**config.mk**
```make
export PLATFORM = sky130hd
export DESIGN_NAME = timer_event_irq_dma_control
export DESIGN_NICKNAME = d
export VERILOG_FILES = /design/src/rtl/timer_evt_pkg.sv /design/src/rtl/reg_access_if.sv /design/src/rtl/timer_event_irq_dma_control.sv /design/src/rtl/ahb_reg_slave.sv /design/src/rtl/event_flag_bank.sv
export SDC_FILE = /design/constraint.sdc
export NUM_CORES = 1
export LEC_CHECK = 0
export BUFFER_PORTS_ARGS = -buffer_cell sky130_fd_sc_hd__buf_2
export CAP_MARGIN = 20
export CORE_ASPECT_RATIO = 1.75
export CORE_UTILIZATION = 45
export DETAILED_ROUTE_END_ITERATION = 8
export GPL_ROUTABILITY_DRIVEN = 0
export PLACE_DENSITY_LB_ADDON = 0.15
export SETUP_SLACK_MARGIN = 0.4
export SYNTH_ARGS = -nofsm -noshare
export SYNTH_HDL_FRONTEND = slang
export SYNTH_SLANG_ARGS = --single-unit
```
**constraint.sdc**
```tcl
create_clock -name core_clk -period 3.7 [get_ports core_clk]
set_input_delay 0 -clock core_clk [delete_from_list [all_inputs] [get_ports core_clk]]
set_output_delay 0 -clock core_clk [all_outputs]
set_load 0.1 [all_outputs]
```
**src/rtl/timer_evt_pkg.sv**
```systemverilog
// Register map, field positions and reset values of the timer event slice.
package timer_evt_pkg;

  // Register byte offsets.
  localparam logic [7:0] OFF_SLAVE_CFG     = 8'h08;
  localparam logic [7:0] OFF_DMA_IRQ_EN    = 8'h0C;
  localparam logic [7:0] OFF_EVENT_FLAGS   = 8'h10;
  localparam logic [7:0] OFF_SOFT_EVT      = 8'h14;
  localparam logic [7:0] OFF_CHAN_CTRL_A   = 8'h18;
  localparam logic [7:0] OFF_OUT_CTRL      = 8'h40;

  // Reset values.
  localparam logic [31:0] RST_SLAVE_CFG    = 32'h0000_0000;
  localparam logic [31:0] RST_DMA_IRQ_EN   = 32'h0000_0000;
  localparam logic [31:0] RST_EVENT_FLAGS  = 32'h0000_0000;
  localparam logic [31:0] RST_CHAN_CTRL_A  = 32'h0000_0000;
  localparam logic [31:0] RST_OUT_CTRL     = 32'h0000_0000;

  // Writable bit masks; other bits read as zero.
  localparam logic [31:0] MASK_DMA_IRQ_EN  = 32'h0000_7FFF;
  localparam logic [31:0] MASK_FLAGS       = 32'h0001_3FFF;
  localparam logic [31:0] MASK_SOFT_EVT    = 32'h0000_01FF;
  localparam logic [31:0] MASK_CHAN_CTRL_A = 32'h0101_FFFF;

  // Field positions.
  localparam int SYNC_START_BIT  = 7;
  localparam int IRQ_EN_LSB      = 0;
  localparam int DMA_EN_LSB      = 8;
  localparam int BREAK_IRQ_BIT   = 7;
  localparam int SHADOW_EN_BIT   = 0;
  localparam int OUT_EN_BIT      = 1;

  // Event and flag positions, shared by flags, generation and enables.
  localparam int EV_UPD     = 0;
  localparam int EV_CC0     = 1;
  localparam int EV_COMMUT  = 5;
  localparam int EV_TRIG    = 6;
  localparam int EV_BRK_A   = 7;
  localparam int EV_BRK_B   = 8;
  localparam int FL_OVC0    = 9;
  localparam int FL_SYS_BRK = 13;
  localparam int FL_CC4     = 16;

  // Compare control and mode selection field positions in the channel control register.
  localparam int CH0_CMP_LO = 4;
  localparam int CH0_CMP_HI = 16;
  localparam int CH1_CMP_LO = 12;
  localparam int CH1_CMP_HI = 24;
  localparam int CH0_MS_LSB = 0;
  localparam int CH1_MS_LSB = 8;

  // Bus access phases of the register slave.
  typedef enum logic [1:0] {
    PH_IDLE,
    PH_WAIT,
    PH_DONE
  } bus_phase_e;

endpackage

```
**src/rtl/reg_access_if.sv**
```systemverilog
// Carrier between the bus slave and the register core.
`timescale 1ns/1ps
interface reg_access_if;
  logic        wrEn;
  logic        rdEn;
  logic [7:0]  addr;
  logic [31:0] wdata;
  logic [31:0] rdata;

  modport slave (output wrEn, output rdEn, output addr, output wdata,
                 input rdata);
  modport core  (input wrEn, input rdEn, input addr, input wdata,
                 output rdata);
endinterface

```
**src/rtl/timer_event_irq_dma_control.sv**
```systemverilog
// Event, interrupt and DMA request control slice of the timer.
// What this block does
// - Sync bit picks trigger input as start
// - DMA request only when its enable set
// - Interrupt enables gate each source's interrupt
// - System break flag clearable only when inactive
// - Capture on channels 0 to 3 with flag set raises over-capture
// - Second break input sets its flag
// - First break input sets its flag
// - Commutation event sets sticky commutation flag
// - Capture or compare sets channel flag
// - Update event sets sticky update flag
// - Second break generation: outputs off, flag
// - First break generation: outputs off, flag
// - Trigger generation sets trigger flag
// - Commutation generation loads shadowed channel controls
// - Channel generation sets flag, captures in input
// - Update generation clears or reloads counter
// - Four-bit compare control, top bit apart
//
// Our own choice: the AHB-Lite slave port.
`timescale 1ns/1ps
module timer_event_irq_dma_control
  import timer_evt_pkg::*;
#(
  parameter int NUM_CC = 4
) (
  // Clock and reset.
  input  wire logic        core_clk,
  input  wire logic        rst_n,
  // AHB-Lite register bus.
  input  wire logic        hsel,
  input  wire logic [7:0]  haddr,
  input  wire logic [1:0]  htrans,
  input  wire logic        hwrite,
  input  wire logic [2:0]  hsize,
  input  wire logic [31:0] hwdata,
  input  wire logic        hready,
  output logic             hreadyout,
  output logic [31:0]      hrdata,
  output logic             hresp,
  // Events from the rest of the timer.
  input  wire logic        updEvt,
  input  wire logic [4:0]  ccEvt,
  input  wire logic [2:0]  chanInputModeHi,
  input  wire logic        trigEvt,
  input  wire logic        commutEvt,
  input  wire logic        triggerIn,
  input  wire logic        breakInputA,
  input  wire logic        breakInputB,
  input  wire logic        sysBreakActive,
  input  wire logic        countDown,
  input  wire logic [9:0]  chanEnShadow,
  // Requests and controls to the rest of the timer.
  output logic [7:0]       irqLines,
  output logic [6:0]       dmaReq,
  output logic             syncStartPulse,
  output logic             counterClear,
  output logic             counterReload,
  output logic             prescalerClear,
  output logic [4:0]       ccCaptureReq,
  output logic             mainOutEnable,
  output logic [9:0]       chanEnActive,
  output logic [3:0]       chan0CmpMode,
  output logic [3:0]       chan1CmpMode
);

  // Compare control of one channel, its top bit apart from the low three.
  // Both channels use it, so the split is decoded once.
  function automatic logic [3:0] cmpField(input logic [31:0] r,
                                          input logic        ch);
    cmpField = ch ? {r[CH1_CMP_HI], r[CH1_CMP_LO +: 3]}
                  : {r[CH0_CMP_HI], r[CH0_CMP_LO +: 3]};
  endfunction

  reg_access_if regBus ();

  // Software-visible register contents.
  logic [31:0] slaveCfg_q;
  logic [31:0] dmaIrqEn_q;
  logic [31:0] chanCtrlA_q;
  logic [31:0] outCtrl_q;
  logic [8:0]  softGen_q;

  // Flag state and its set and clear terms.
  logic [16:0] flags;
  logic [16:0] flagSet;
  logic [16:0] flagClrOk;

  // Event sources merged from pins and generation bits.
  logic [4:0]  ccAll;
  logic [4:0]  inMode;
  logic        commutAny;
  logic        brkAAny;
  logic        brkBAny;
  logic        trigPrev_q;

  // Write strobes decoded from the register bus.
  logic        wrSlave;
  logic        wrDmaIrq;
  logic        wrFlags;
  logic        wrSoft;
  logic        wrChan;
  logic        wrOut;

  // Bus slave.
  // One wait state per transfer keeps read data registered.
  ahb_reg_slave u_slave (
    .core_clk  (core_clk),
    .rst_n     (rst_n),
    .hsel      (hsel),
    .haddr     (haddr),
    .htrans    (htrans),
    .hwrite    (hwrite),
    .hsize     (hsize),
    .hwdata    (hwdata),
    .hready    (hready),
    .hreadyout (hreadyout),
    .hrdata    (hrdata),
    .hresp     (hresp),
    .regs      (regBus.slave)
  );

  // Address decode of write strobes.
  // Writes to unmapped offsets match no strobe and vanish.
  assign wrSlave  = regBus.wrEn & (regBus.addr == OFF_SLAVE_CFG);
  assign wrDmaIrq = regBus.wrEn & (regBus.addr == OFF_DMA_IRQ_EN);
  assign wrFlags  = regBus.wrEn & (regBus.addr == OFF_EVENT_FLAGS);
  assign wrSoft   = regBus.wrEn & (regBus.addr == OFF_SOFT_EVT);
  assign wrChan   = regBus.wrEn & (regBus.addr == OFF_CHAN_CTRL_A);
  assign wrOut    = regBus.wrEn & (regBus.addr == OFF_OUT_CTRL);

  // Read multiplexer; generation bits and unmapped words read as zero.
  // Flags are read from their register, so one set in the read cycle does not show.
  always_comb begin
    case (regBus.addr)
      OFF_SLAVE_CFG:   regBus.rdata = slaveCfg_q;
      OFF_DMA_IRQ_EN:  regBus.rdata = dmaIrqEn_q;
      OFF_EVENT_FLAGS: regBus.rdata = {15'h0000, flags};
      OFF_CHAN_CTRL_A: regBus.rdata = chanCtrlA_q;
      OFF_OUT_CTRL:    regBus.rdata = outCtrl_q;
      default:         regBus.rdata = 32'h0000_0000;
    endcase
  end

  // Synchronisation bit register.
  always_ff @(posedge core_clk or negedge rst_n) begin
    if (!rst_n) begin
      slaveCfg_q <= RST_SLAVE_CFG;
    end else if (wrSlave) begin
      slaveCfg_q <= {24'h00_0000, regBus.wdata[SYNC_START_BIT], 7'h00};
    end
  end

  // DMA and interrupt enable register.
  always_ff @(posedge core_clk or negedge rst_n) begin
    if (!rst_n) begin
      dmaIrqEn_q <= RST_DMA_IRQ_EN;
    end else if (wrDmaIrq) begin
      dmaIrqEn_q <= regBus.wdata & MASK_DMA_IRQ_EN;
    end
  end

  // Channel control register; held whole, only as 32-bit words.
  always_ff @(posedge core_clk or negedge rst_n) begin
    if (!rst_n) begin
      chanCtrlA_q <= RST_CHAN_CTRL_A;
    end else if (wrChan) begin
      chanCtrlA_q <= regBus.wdata & MASK_CHAN_CTRL_A;
    end
  end

  // Generation bits live one cycle and then return to zero by themselves.
  // Software therefore always reads them back as zero.
  always_ff @(posedge core_clk or negedge rst_n) begin
    if (!rst_n) begin
      softGen_q <= 9'h000;
    end else if (wrSoft) begin
      softGen_q <= regBus.wdata[8:0];
    end else begin
      softGen_q <= 9'h000;
    end
  end

  // Output control: shadow enable and main output enable.
  // A break of either kind, by pin or by software, drops the outputs.
  // The break wins over a write of the enable in the same cycle.
  always_ff @(posedge core_clk or negedge rst_n) begin
    if (!rst_n) begin
      outCtrl_q <= RST_OUT_CTRL;
    end else begin
      if (wrOut) begin
        outCtrl_q <= {30'h0000_0000, regBus.wdata[OUT_EN_BIT],
                      regBus.wdata[SHADOW_EN_BIT]};
      end
      if (brkAAny | brkBAny | sysBreakActive) begin
        outCtrl_q[OUT_EN_BIT] <= 1'b0;
      end
    end
  end

  // Input mode of channels 0 and 1 follows their mode selection fields.
  // Any nonzero mode code means the channel captures.
  assign inMode = {chanInputModeHi,
                   chanCtrlA_q[CH1_MS_LSB +: 2] != 2'b00,
                   chanCtrlA_q[CH0_MS_LSB +: 2] != 2'b00};

  // Capture or compare from the channel, or a channel generation bit.
  assign ccAll     = ccEvt | {1'b0, softGen_q[EV_CC0 +: NUM_CC]};
  assign commutAny = commutEvt | softGen_q[EV_COMMUT];
  assign brkAAny   = breakInputA | softGen_q[EV_BRK_A];
  assign brkBAny   = breakInputB | softGen_q[EV_BRK_B];

  // Hardware set sources for every flag.
  // Held break levels set their flags again on every cycle.
  always_comb begin
    flagSet = 17'h0_0000;
    flagSet[EV_UPD]  = updEvt | softGen_q[EV_UPD];
    flagSet[EV_CC0 +: NUM_CC] = ccAll[NUM_CC-1:0];
    flagSet[FL_CC4]  = ccAll[4];
    flagSet[EV_COMMUT] = commutAny;
    flagSet[EV_TRIG] = trigEvt | softGen_q[EV_TRIG];
    flagSet[EV_BRK_A] = brkAAny;
    flagSet[EV_BRK_B] = brkBAny;
    flagSet[FL_SYS_BRK] = sysBreakActive;
    // A capture on channels 0 to 3 while the channel flag still stands is an over-capture.
    flagSet[FL_OVC0 +: NUM_CC] = ccAll[NUM_CC-1:0]
                                 & inMode[NUM_CC-1:0]
                                 & flags[EV_CC0 +: NUM_CC];
  end

  // Break flags may only be cleared while their source is inactive.
  // A clear racing a held break thus never loses the event.
  always_comb begin
    flagClrOk = 17'h1_FFFF;
    flagClrOk[EV_BRK_A]   = ~breakInputA;
    flagClrOk[EV_BRK_B]   = ~breakInputB;
    flagClrOk[FL_SYS_BRK] = ~sysBreakActive;
  end

  // Flag register.
  event_flag_bank #(
    .WIDTH (17),
    .MASK  (MASK_FLAGS[16:0])
  ) u_flags (
    .core_clk   (core_clk),
    .rst_n      (rst_n),
    .hwSet      (flagSet),
    .swWrite    (wrFlags),
    .swData     (regBus.wdata[16:0]),
    .clrAllowed (flagClrOk),
    .flags_q    (flags)
  );

  // Interrupt lines: flag and enable, break sources sharing one enable.
  // Lines are levels and fall one cycle after the flag clears.
  always_ff @(posedge core_clk or negedge rst_n) begin
    if (!rst_n) begin
      irqLines <= 8'h00;
    end else begin
      irqLines[6:0] <= flags[6:0] & dmaIrqEn_q[IRQ_EN_LSB +: 7];
      irqLines[BREAK_IRQ_BIT] <= (flags[EV_BRK_A] | flags[EV_BRK_B]
                                  | flags[FL_SYS_BRK])
                                 & dmaIrqEn_q[BREAK_IRQ_BIT];
    end
  end

  // DMA request pulses: update, four channels, commutation, trigger.
  // They follow events, so a standing flag asks only once.
  always_ff @(posedge core_clk or negedge rst_n) begin
    if (!rst_n) begin
      dmaReq <= 7'h00;
    end else begin
      dmaReq <= flagSet[6:0] & dmaIrqEn_q[DMA_EN_LSB +: 7];
    end
  end

  // Trigger input rising edge starts the counter when sync is chosen.
  // Its history resets low, the idle trigger level.
  always_ff @(posedge core_clk or negedge rst_n) begin
    if (!rst_n) begin
      trigPrev_q     <= 1'b0;
      syncStartPulse <= 1'b0;
    end else begin
      trigPrev_q     <= triggerIn;
      syncStartPulse <= slaveCfg_q[SYNC_START_BIT]
                        & triggerIn & ~trigPrev_q;
    end
  end

  // Update generation drives counter clear or reload and prescaler clear.
  // Only the generation bit acts here, not counter updates.
  always_ff @(posedge core_clk or negedge rst_n) begin
    if (!rst_n) begin
      counterClear   <= 1'b0;
      counterReload  <= 1'b0;
      prescalerClear <= 1'b0;
    end else begin
      counterClear   <= softGen_q[EV_UPD] & ~countDown;
      counterReload  <= softGen_q[EV_UPD] & countDown;
      prescalerClear <= softGen_q[EV_UPD];
    end
  end

  // Channel generation in input mode also captures the counter value.
  // Channels in output mode only take the flag.
  always_ff @(posedge core_clk or negedge rst_n) begin
    if (!rst_n) begin
      ccCaptureReq <= 5'h00;
    end else begin
      ccCaptureReq <= {1'b0, softGen_q[EV_CC0 +: NUM_CC]}
                      & inMode;
    end
  end

  // Main output enable follows its control bit, breaks having cleared it.
  // The break term drops it in the cycle after the event, a cycle before the cleared bit would.
  always_ff @(posedge core_clk or negedge rst_n) begin
    if (!rst_n) begin
      mainOutEnable <= 1'b0;
    end else begin
      mainOutEnable <= outCtrl_q[OUT_EN_BIT]
                       & ~(brkAAny | brkBAny);
    end
  end

  // Active channel controls: direct without shadowing, else on commutation.
  // Without shadowing they trail the registers by one cycle.
  always_ff @(posedge core_clk or negedge rst_n) begin
    if (!rst_n) begin
      chanEnActive <= 10'h000;
      chan0CmpMode <= 4'h0;
      chan1CmpMode <= 4'h0;
    end else if (~outCtrl_q[SHADOW_EN_BIT] | commutAny) begin
      chanEnActive <= chanEnShadow;
      chan0CmpMode <= cmpField(chanCtrlA_q, 1'b0);
      chan1CmpMode <= cmpField(chanCtrlA_q, 1'b1);
    end
  end

endmodule

```
**src/rtl/ahb_reg_slave.sv**
```systemverilog
// AHB-Lite slave that turns single word transfers into register accesses.
`timescale 1ns/1ps
module ahb_reg_slave
  import timer_evt_pkg::*;
(
  // Clock and reset.
  input  wire logic        core_clk,
  input  wire logic        rst_n,
  // AHB-Lite slave side.
  input  wire logic        hsel,
  input  wire logic [7:0]  haddr,
  input  wire logic [1:0]  htrans,
  input  wire logic        hwrite,
  input  wire logic [2:0]  hsize,
  input  wire logic [31:0] hwdata,
  input  wire logic        hready,
  output logic             hreadyout,
  output logic [31:0]      hrdata,
  output logic             hresp,
  // Register side.
  reg_access_if.slave      regs
);

  bus_phase_e phase_q;
  logic       write_q;
  logic [7:0] addr_q;
  logic       take;

  // Only NONSEQ or SEQ transfers to this slave open a data phase.
  assign take = hsel & hready & htrans[1];

  // Every transfer gets one wait state so read data leaves a flip-flop.
  always_ff @(posedge core_clk or negedge rst_n) begin
    if (!rst_n) begin
      phase_q <= PH_IDLE;
      write_q <= 1'b0;
      addr_q  <= 8'h00;
    end else begin
      case (phase_q)
        PH_IDLE: begin
          if (take) begin
            phase_q <= PH_WAIT;
            write_q <= hwrite;
            addr_q  <= haddr;
          end
        end
        PH_WAIT: phase_q <= PH_DONE;
        PH_DONE: begin
          if (take) begin
            phase_q <= PH_WAIT;
            write_q <= hwrite;
            addr_q  <= haddr;
          end else begin
            phase_q <= PH_IDLE;
          end
        end
        default: phase_q <= PH_IDLE;
      endcase
    end
  end

  // Access strobes fire in the first data phase cycle, with hwdata valid.
  // Word size is taken on trust; narrower sizes act as whole words.
  assign regs.wrEn  = (phase_q == PH_WAIT) & write_q;
  assign regs.rdEn  = (phase_q == PH_WAIT) & ~write_q;
  assign regs.addr  = addr_q;
  assign regs.wdata = hwdata;

  // Ready, read data and response come from flip-flops.
  always_ff @(posedge core_clk or negedge rst_n) begin
    if (!rst_n) begin
      hreadyout <= 1'b1;
      hrdata    <= 32'h0000_0000;
    end else begin
      if (phase_q == PH_WAIT) begin
        hreadyout <= 1'b1;
      end else if (take) begin
        hreadyout <= 1'b0;
      end
      if (regs.rdEn) begin
        hrdata <= regs.rdata;
      end
    end
  end

  // Every answer is OKAY.
  always_ff @(posedge core_clk or negedge rst_n) begin
    if (!rst_n) begin
      hresp <= 1'b0;
    end else begin
      hresp <= 1'b0;
    end
  end

  logic unusedSize;
  assign unusedSize = ^hsize;

endmodule

```
**src/rtl/event_flag_bank.sv**
```systemverilog
// Sticky event flags, set by hardware and cleared by writing zero.
`timescale 1ns/1ps
module event_flag_bank #(
  parameter int          WIDTH = 17,
  parameter logic [16:0] MASK  = 17'h1_3FFF
) (
  input  wire logic             core_clk,
  input  wire logic             rst_n,
  // Hardware set pulses or levels.
  input  wire logic [WIDTH-1:0] hwSet,
  // Software write of the flag register and its data.
  input  wire logic             swWrite,
  input  wire logic [WIDTH-1:0] swData,
  // Per-flag permission for a software clear.
  input  wire logic [WIDTH-1:0] clrAllowed,
  output logic      [WIDTH-1:0] flags_q
);

  logic [WIDTH-1:0] clrReq;

  // A written zero clears; a written one leaves the flag alone.
  assign clrReq = swWrite ? (~swData & clrAllowed) : '0;

  // Set wins over a clear arriving in the same cycle.
  always_ff @(posedge core_clk or negedge rst_n) begin
    if (!rst_n) begin
      flags_q <= '0;
    end else begin
      flags_q <= ((flags_q & ~clrReq) | hwSet) & MASK;
    end
  end

endmodule

```
==> results.sh <==
export IMPL_final_core_util_pct=61.28
export IMPL_status="completed"
export IMPL_antenna_found_initial=0
export IMPL_syn_to_final_growth_pct=33.62
export IMPL_p_comb_share_pct=13.9
export IMPL_n_fill_cell=997
export IMPL_hold_path_class="input pin to flop"
export IMPL_std_cell_rows=53
export IMPL_setup_viol_count_final=0
export IMPL_reg2reg_depth=5
export IMPL_pwr_share_seq_pct=42.7
export IMPL_critPathLaunchType="flop"
export IMPL_final_area_um2=7315
export IMPL_internal_power_mw=2.664
export IMPL_htree_levels=4
export IMPL_synth_area_um2=5474
export IMPL_path_class="flop to flop"
export IMPL_firstDrtPassIters=6
export IMPL_fin_crit_sh_pct=71.33
export IMPL_clockBufferDepth=2
export IMPL_insertion_delay_ps=410
export IMPL_slew_violations=0
export IMPL_holdPathStages=4
export IMPL_cp_required_ps=3990
export IMPL_p_clk_share_pct=43.4
export IMPL_clock_fmax_ghz=0.3789
export IMPL_grt_pass1_vias=4229
export IMPL_vias=4061
export IMPL_async_reset_ff_share_pct=100.0
export IMPL_finalNetCount=677
export IMPL_grt_usage_pct=22.06
export IMPL_hold_path_end="u_slave.phase_q[0]"
export IMPL_io_pins=153
export IMPL_ys_seq_area_share_pct=60.82
export IMPL_worstReg2RegEnd="u_flags.flags_q[7]"
export IMPL_synth_area_leaders="dfrtp_1, mux2_2, mux2_1"
export IMPL_yosys_area_top_type_share_pct=60.34
export IMPL_worst_slack_ps=1061
export IMPL_post_dp_hpwl_mm=8.502
export IMPL_min_period_ps=2639
export IMPL_cts_tree="yes"
export IMPL_tightestPinTransition_ps=998.1
export IMPL_syn_area_per_cell_um2=13.13
export IMPL_p_switching_mw=1.047
export IMPL_rsz0062_at_grt="false"
export IMPL_ys_warn_count=0
export IMPL_drt_wirelength_per_cell_um=17.43
export IMPL_timing_setup_tns_ps=0
export IMPL_pre_cts_ws_ps=1247
export IMPL_endpoint_kind="flop"
export IMPL_port_buffers=117
export IMPL_maxCapViolCount=0
export IMPL_ir_drop_v=0.0003287
export IMPL_vias_per_cell=5.407
export IMPL_die_h_um=147.9
export IMPL_drive_above_1_share_pct=34.04
export IMPL_p_leak_nw=3.563
export IMPL_cp_max_fo=15
export IMPL_synth_flop_cell="dfrtp_1"
export IMPL_power_density_nw_per_um2=507.4
export IMPL_totalWireLength_mm=13.09
export IMPL_reg2reg_slack_ps=1060
export IMPL_fin_skew_ps=6.908
export IMPL_cts_buffers=17
export IMPL_root_buffer="clkbuf_16"
export IMPL_diodes=0
export IMPL_final_antenna_net_count=0
export IMPL_relSlewSlack_pct=33.46
export IMPL_placed_cell_area_um2=6152
export IMPL_r2r_start="u_slave.regs.addr[4]"
export IMPL_p_sw_share_pct=28.21
export IMPL_worstPathArrival_ps=2920
export IMPL_drc_errors=0
export IMPL_synth_area_leader_cell="dfrtp_1"
export IMPL_total_power_mw=3.711
export IMPL_grt_max_degree=103
export IMPL_initial_core_util_pct=45.86
export IMPL_ys_ff_latch=133
export IMPL_drt_iter0_drc=168
export IMPL_synthCells=417
export IMPL_grt_pass1_wl_mm=20.94
export IMPL_path_clk_slew_ps=60
export IMPL_grt_ovfl_total=0
export IMPL_hold_viol_final=0
export IMPL_synth_edf_count=0
export IMPL_clkSinkCount=133
export IMPL_fp_dieW_um=85.38
export IMPL_yosysUniqueCellTypes=50
export IMPL_core_area_um2=11940
export IMPL_dieArea_um2=12630
export IMPL_min_from="hsel"
-- stage by stage --
stage | hold WS (ps) | instances
2_1_floorplan | -295.6 | 432
5_1_grt | 178.7 | 751
3_5_place_dp | 126.5 | 661
4_1_cts | 130.5 | 751
3_3_place_gp | 122.4 | 661
6_report | 122.8 | 751
-- area by class of cell --
type | instances | area [um^2] | share of cell area, %
Tap cell | 137 | 171.4 | 2.343
Sequential cell | 133 | 3329 | 45.52
Clock buffer | 21 | 480.5 | 6.569
Timing Repair Buffer | 182 | 1225 | 16.75
Multi-Input combinational cell | 265 | 1999 | 27.33
Clock inverter | 11 | 101.3 | 1.386
Inverter | 2 | 7.507 | 0.1026
-- worst max-delay path, cell delays in order, from the launching register on --
cell and delay [ps]:
dfrtp_1 530, and2b_1 650, nand2_2 360, o41ai_1 330, nand2_1 80, dlygate4sd3_1 560
-- registers in the layout, indices dropped and copies added (netlist names), 7 cells and up --
register / flops
chanCtrlA_q: 18
u_slave.hrdata: 18
dmaIrqEn_q: 15
u_flags.flags_q: 15
chanEnActive: 10
softGen_q: 9
irqLines: 8
u_slave.regs.addr: 8
dmaReq: 7
-- cell families (layout without fill, tap and decap cells) --
kind of cell	Yosys count	after routing	share of synthesized area [%]
compound gates	78	78	10.72
buf+inv	34	216	3.771
flops	133	133	60.82
mux	65	65	13.30
other cells	1	16	0.06851
simple gates	106	106	11.31
-- cells in the final DEF, fill, tap and decap left out, types with 11 or more instances in the layout --
master	count
dfrtp_1	132
buf_2	116
dlygate4sd3_1	58
mux2_2	38
nand2_1	26
mux2_1	24
and2_1	20
nor3_1	17
clkbuf_16	17
conb_1	16
a22oi_1	13
a2bb2oi_1	11
-- power by group through the flow --
stage	registers, mW	clock network [mW]	logic, mW
final	1.59	1.61	0.515
after global routing	1.59	1.69	0.547
after CTS	1.58	1.63	0.517
after detailed placement	1.61	0	0.471
after global placement	1.61	0	0.465
after floorplan	1.71	0	0.246
-- cell usage after synthesis, types with 3 or more instances --
cell / number
nor3_1: 17
a32o_1: 3
mux2i_1: 3
a22oi_1: 13
mux2_2: 38
a32oi_1: 4
o21ai_1: 9
mux2_1: 24
clkbuf_1: 8
nor2_1: 9
a22o_1: 4
buf_2: 6
buf_4: 17
o41ai_1: 6
nor3b_1: 4
nand3_1: 4
dfrtp_1: 132
nand4_1: 3
and2_1: 20
nand2_1: 26
a2bb2oi_1: 11
o21a_1: 9
a21oi_1: 9
nor2b_1: 5
-- worst max path at each step --
stage	to	slack [ps]	from	cells past startpoint
5_1_grt	u_flags.flags_q[7]	890	u_slave.regs.addr[4]	5
3_3_place_gp	chanCtrlA_q[6]	1260	u_slave.regs.addr[4]	4
3_5_place_dp	chanCtrlA_q[5]	1250	u_slave.regs.addr[4]	4
4_1_cts	u_flags.flags_q[7]	1090	u_slave.regs.addr[4]	5
2_1_floorplan	chanCtrlA_q[10]	1960	u_slave.regs.addr[6]	5
6_report	u_flags.flags_q[7]	1060	u_slave.regs.addr[4]	5
-- what timing repair did --
| action | CTS | global route |
|---|---|---|
| buffers inserted | 0 | 0 |
| hold endpoints to repair | 194 | 0 |
| hold buffers | 58 | 0 |
| resized for setup | 0 | 0 |
| endpoints found under the setup margin | 0 | 0 |
-- layer usage --
| metal | track usage (%) | routed length [um] | vias to the layer above |
|---|---|---|---|
| met5 | 0 | 0 | - |
| met4 | 10.50 | 389 | 0 |
| met3 | 4.690 | 624 | 23 |
| met2 | 40.40 | 7067 | 138 |
| met1 | 23.86 | 5006 | 2049 |
| li1 | - | - | 1851 |
Power figures use the tool's default switching activity.
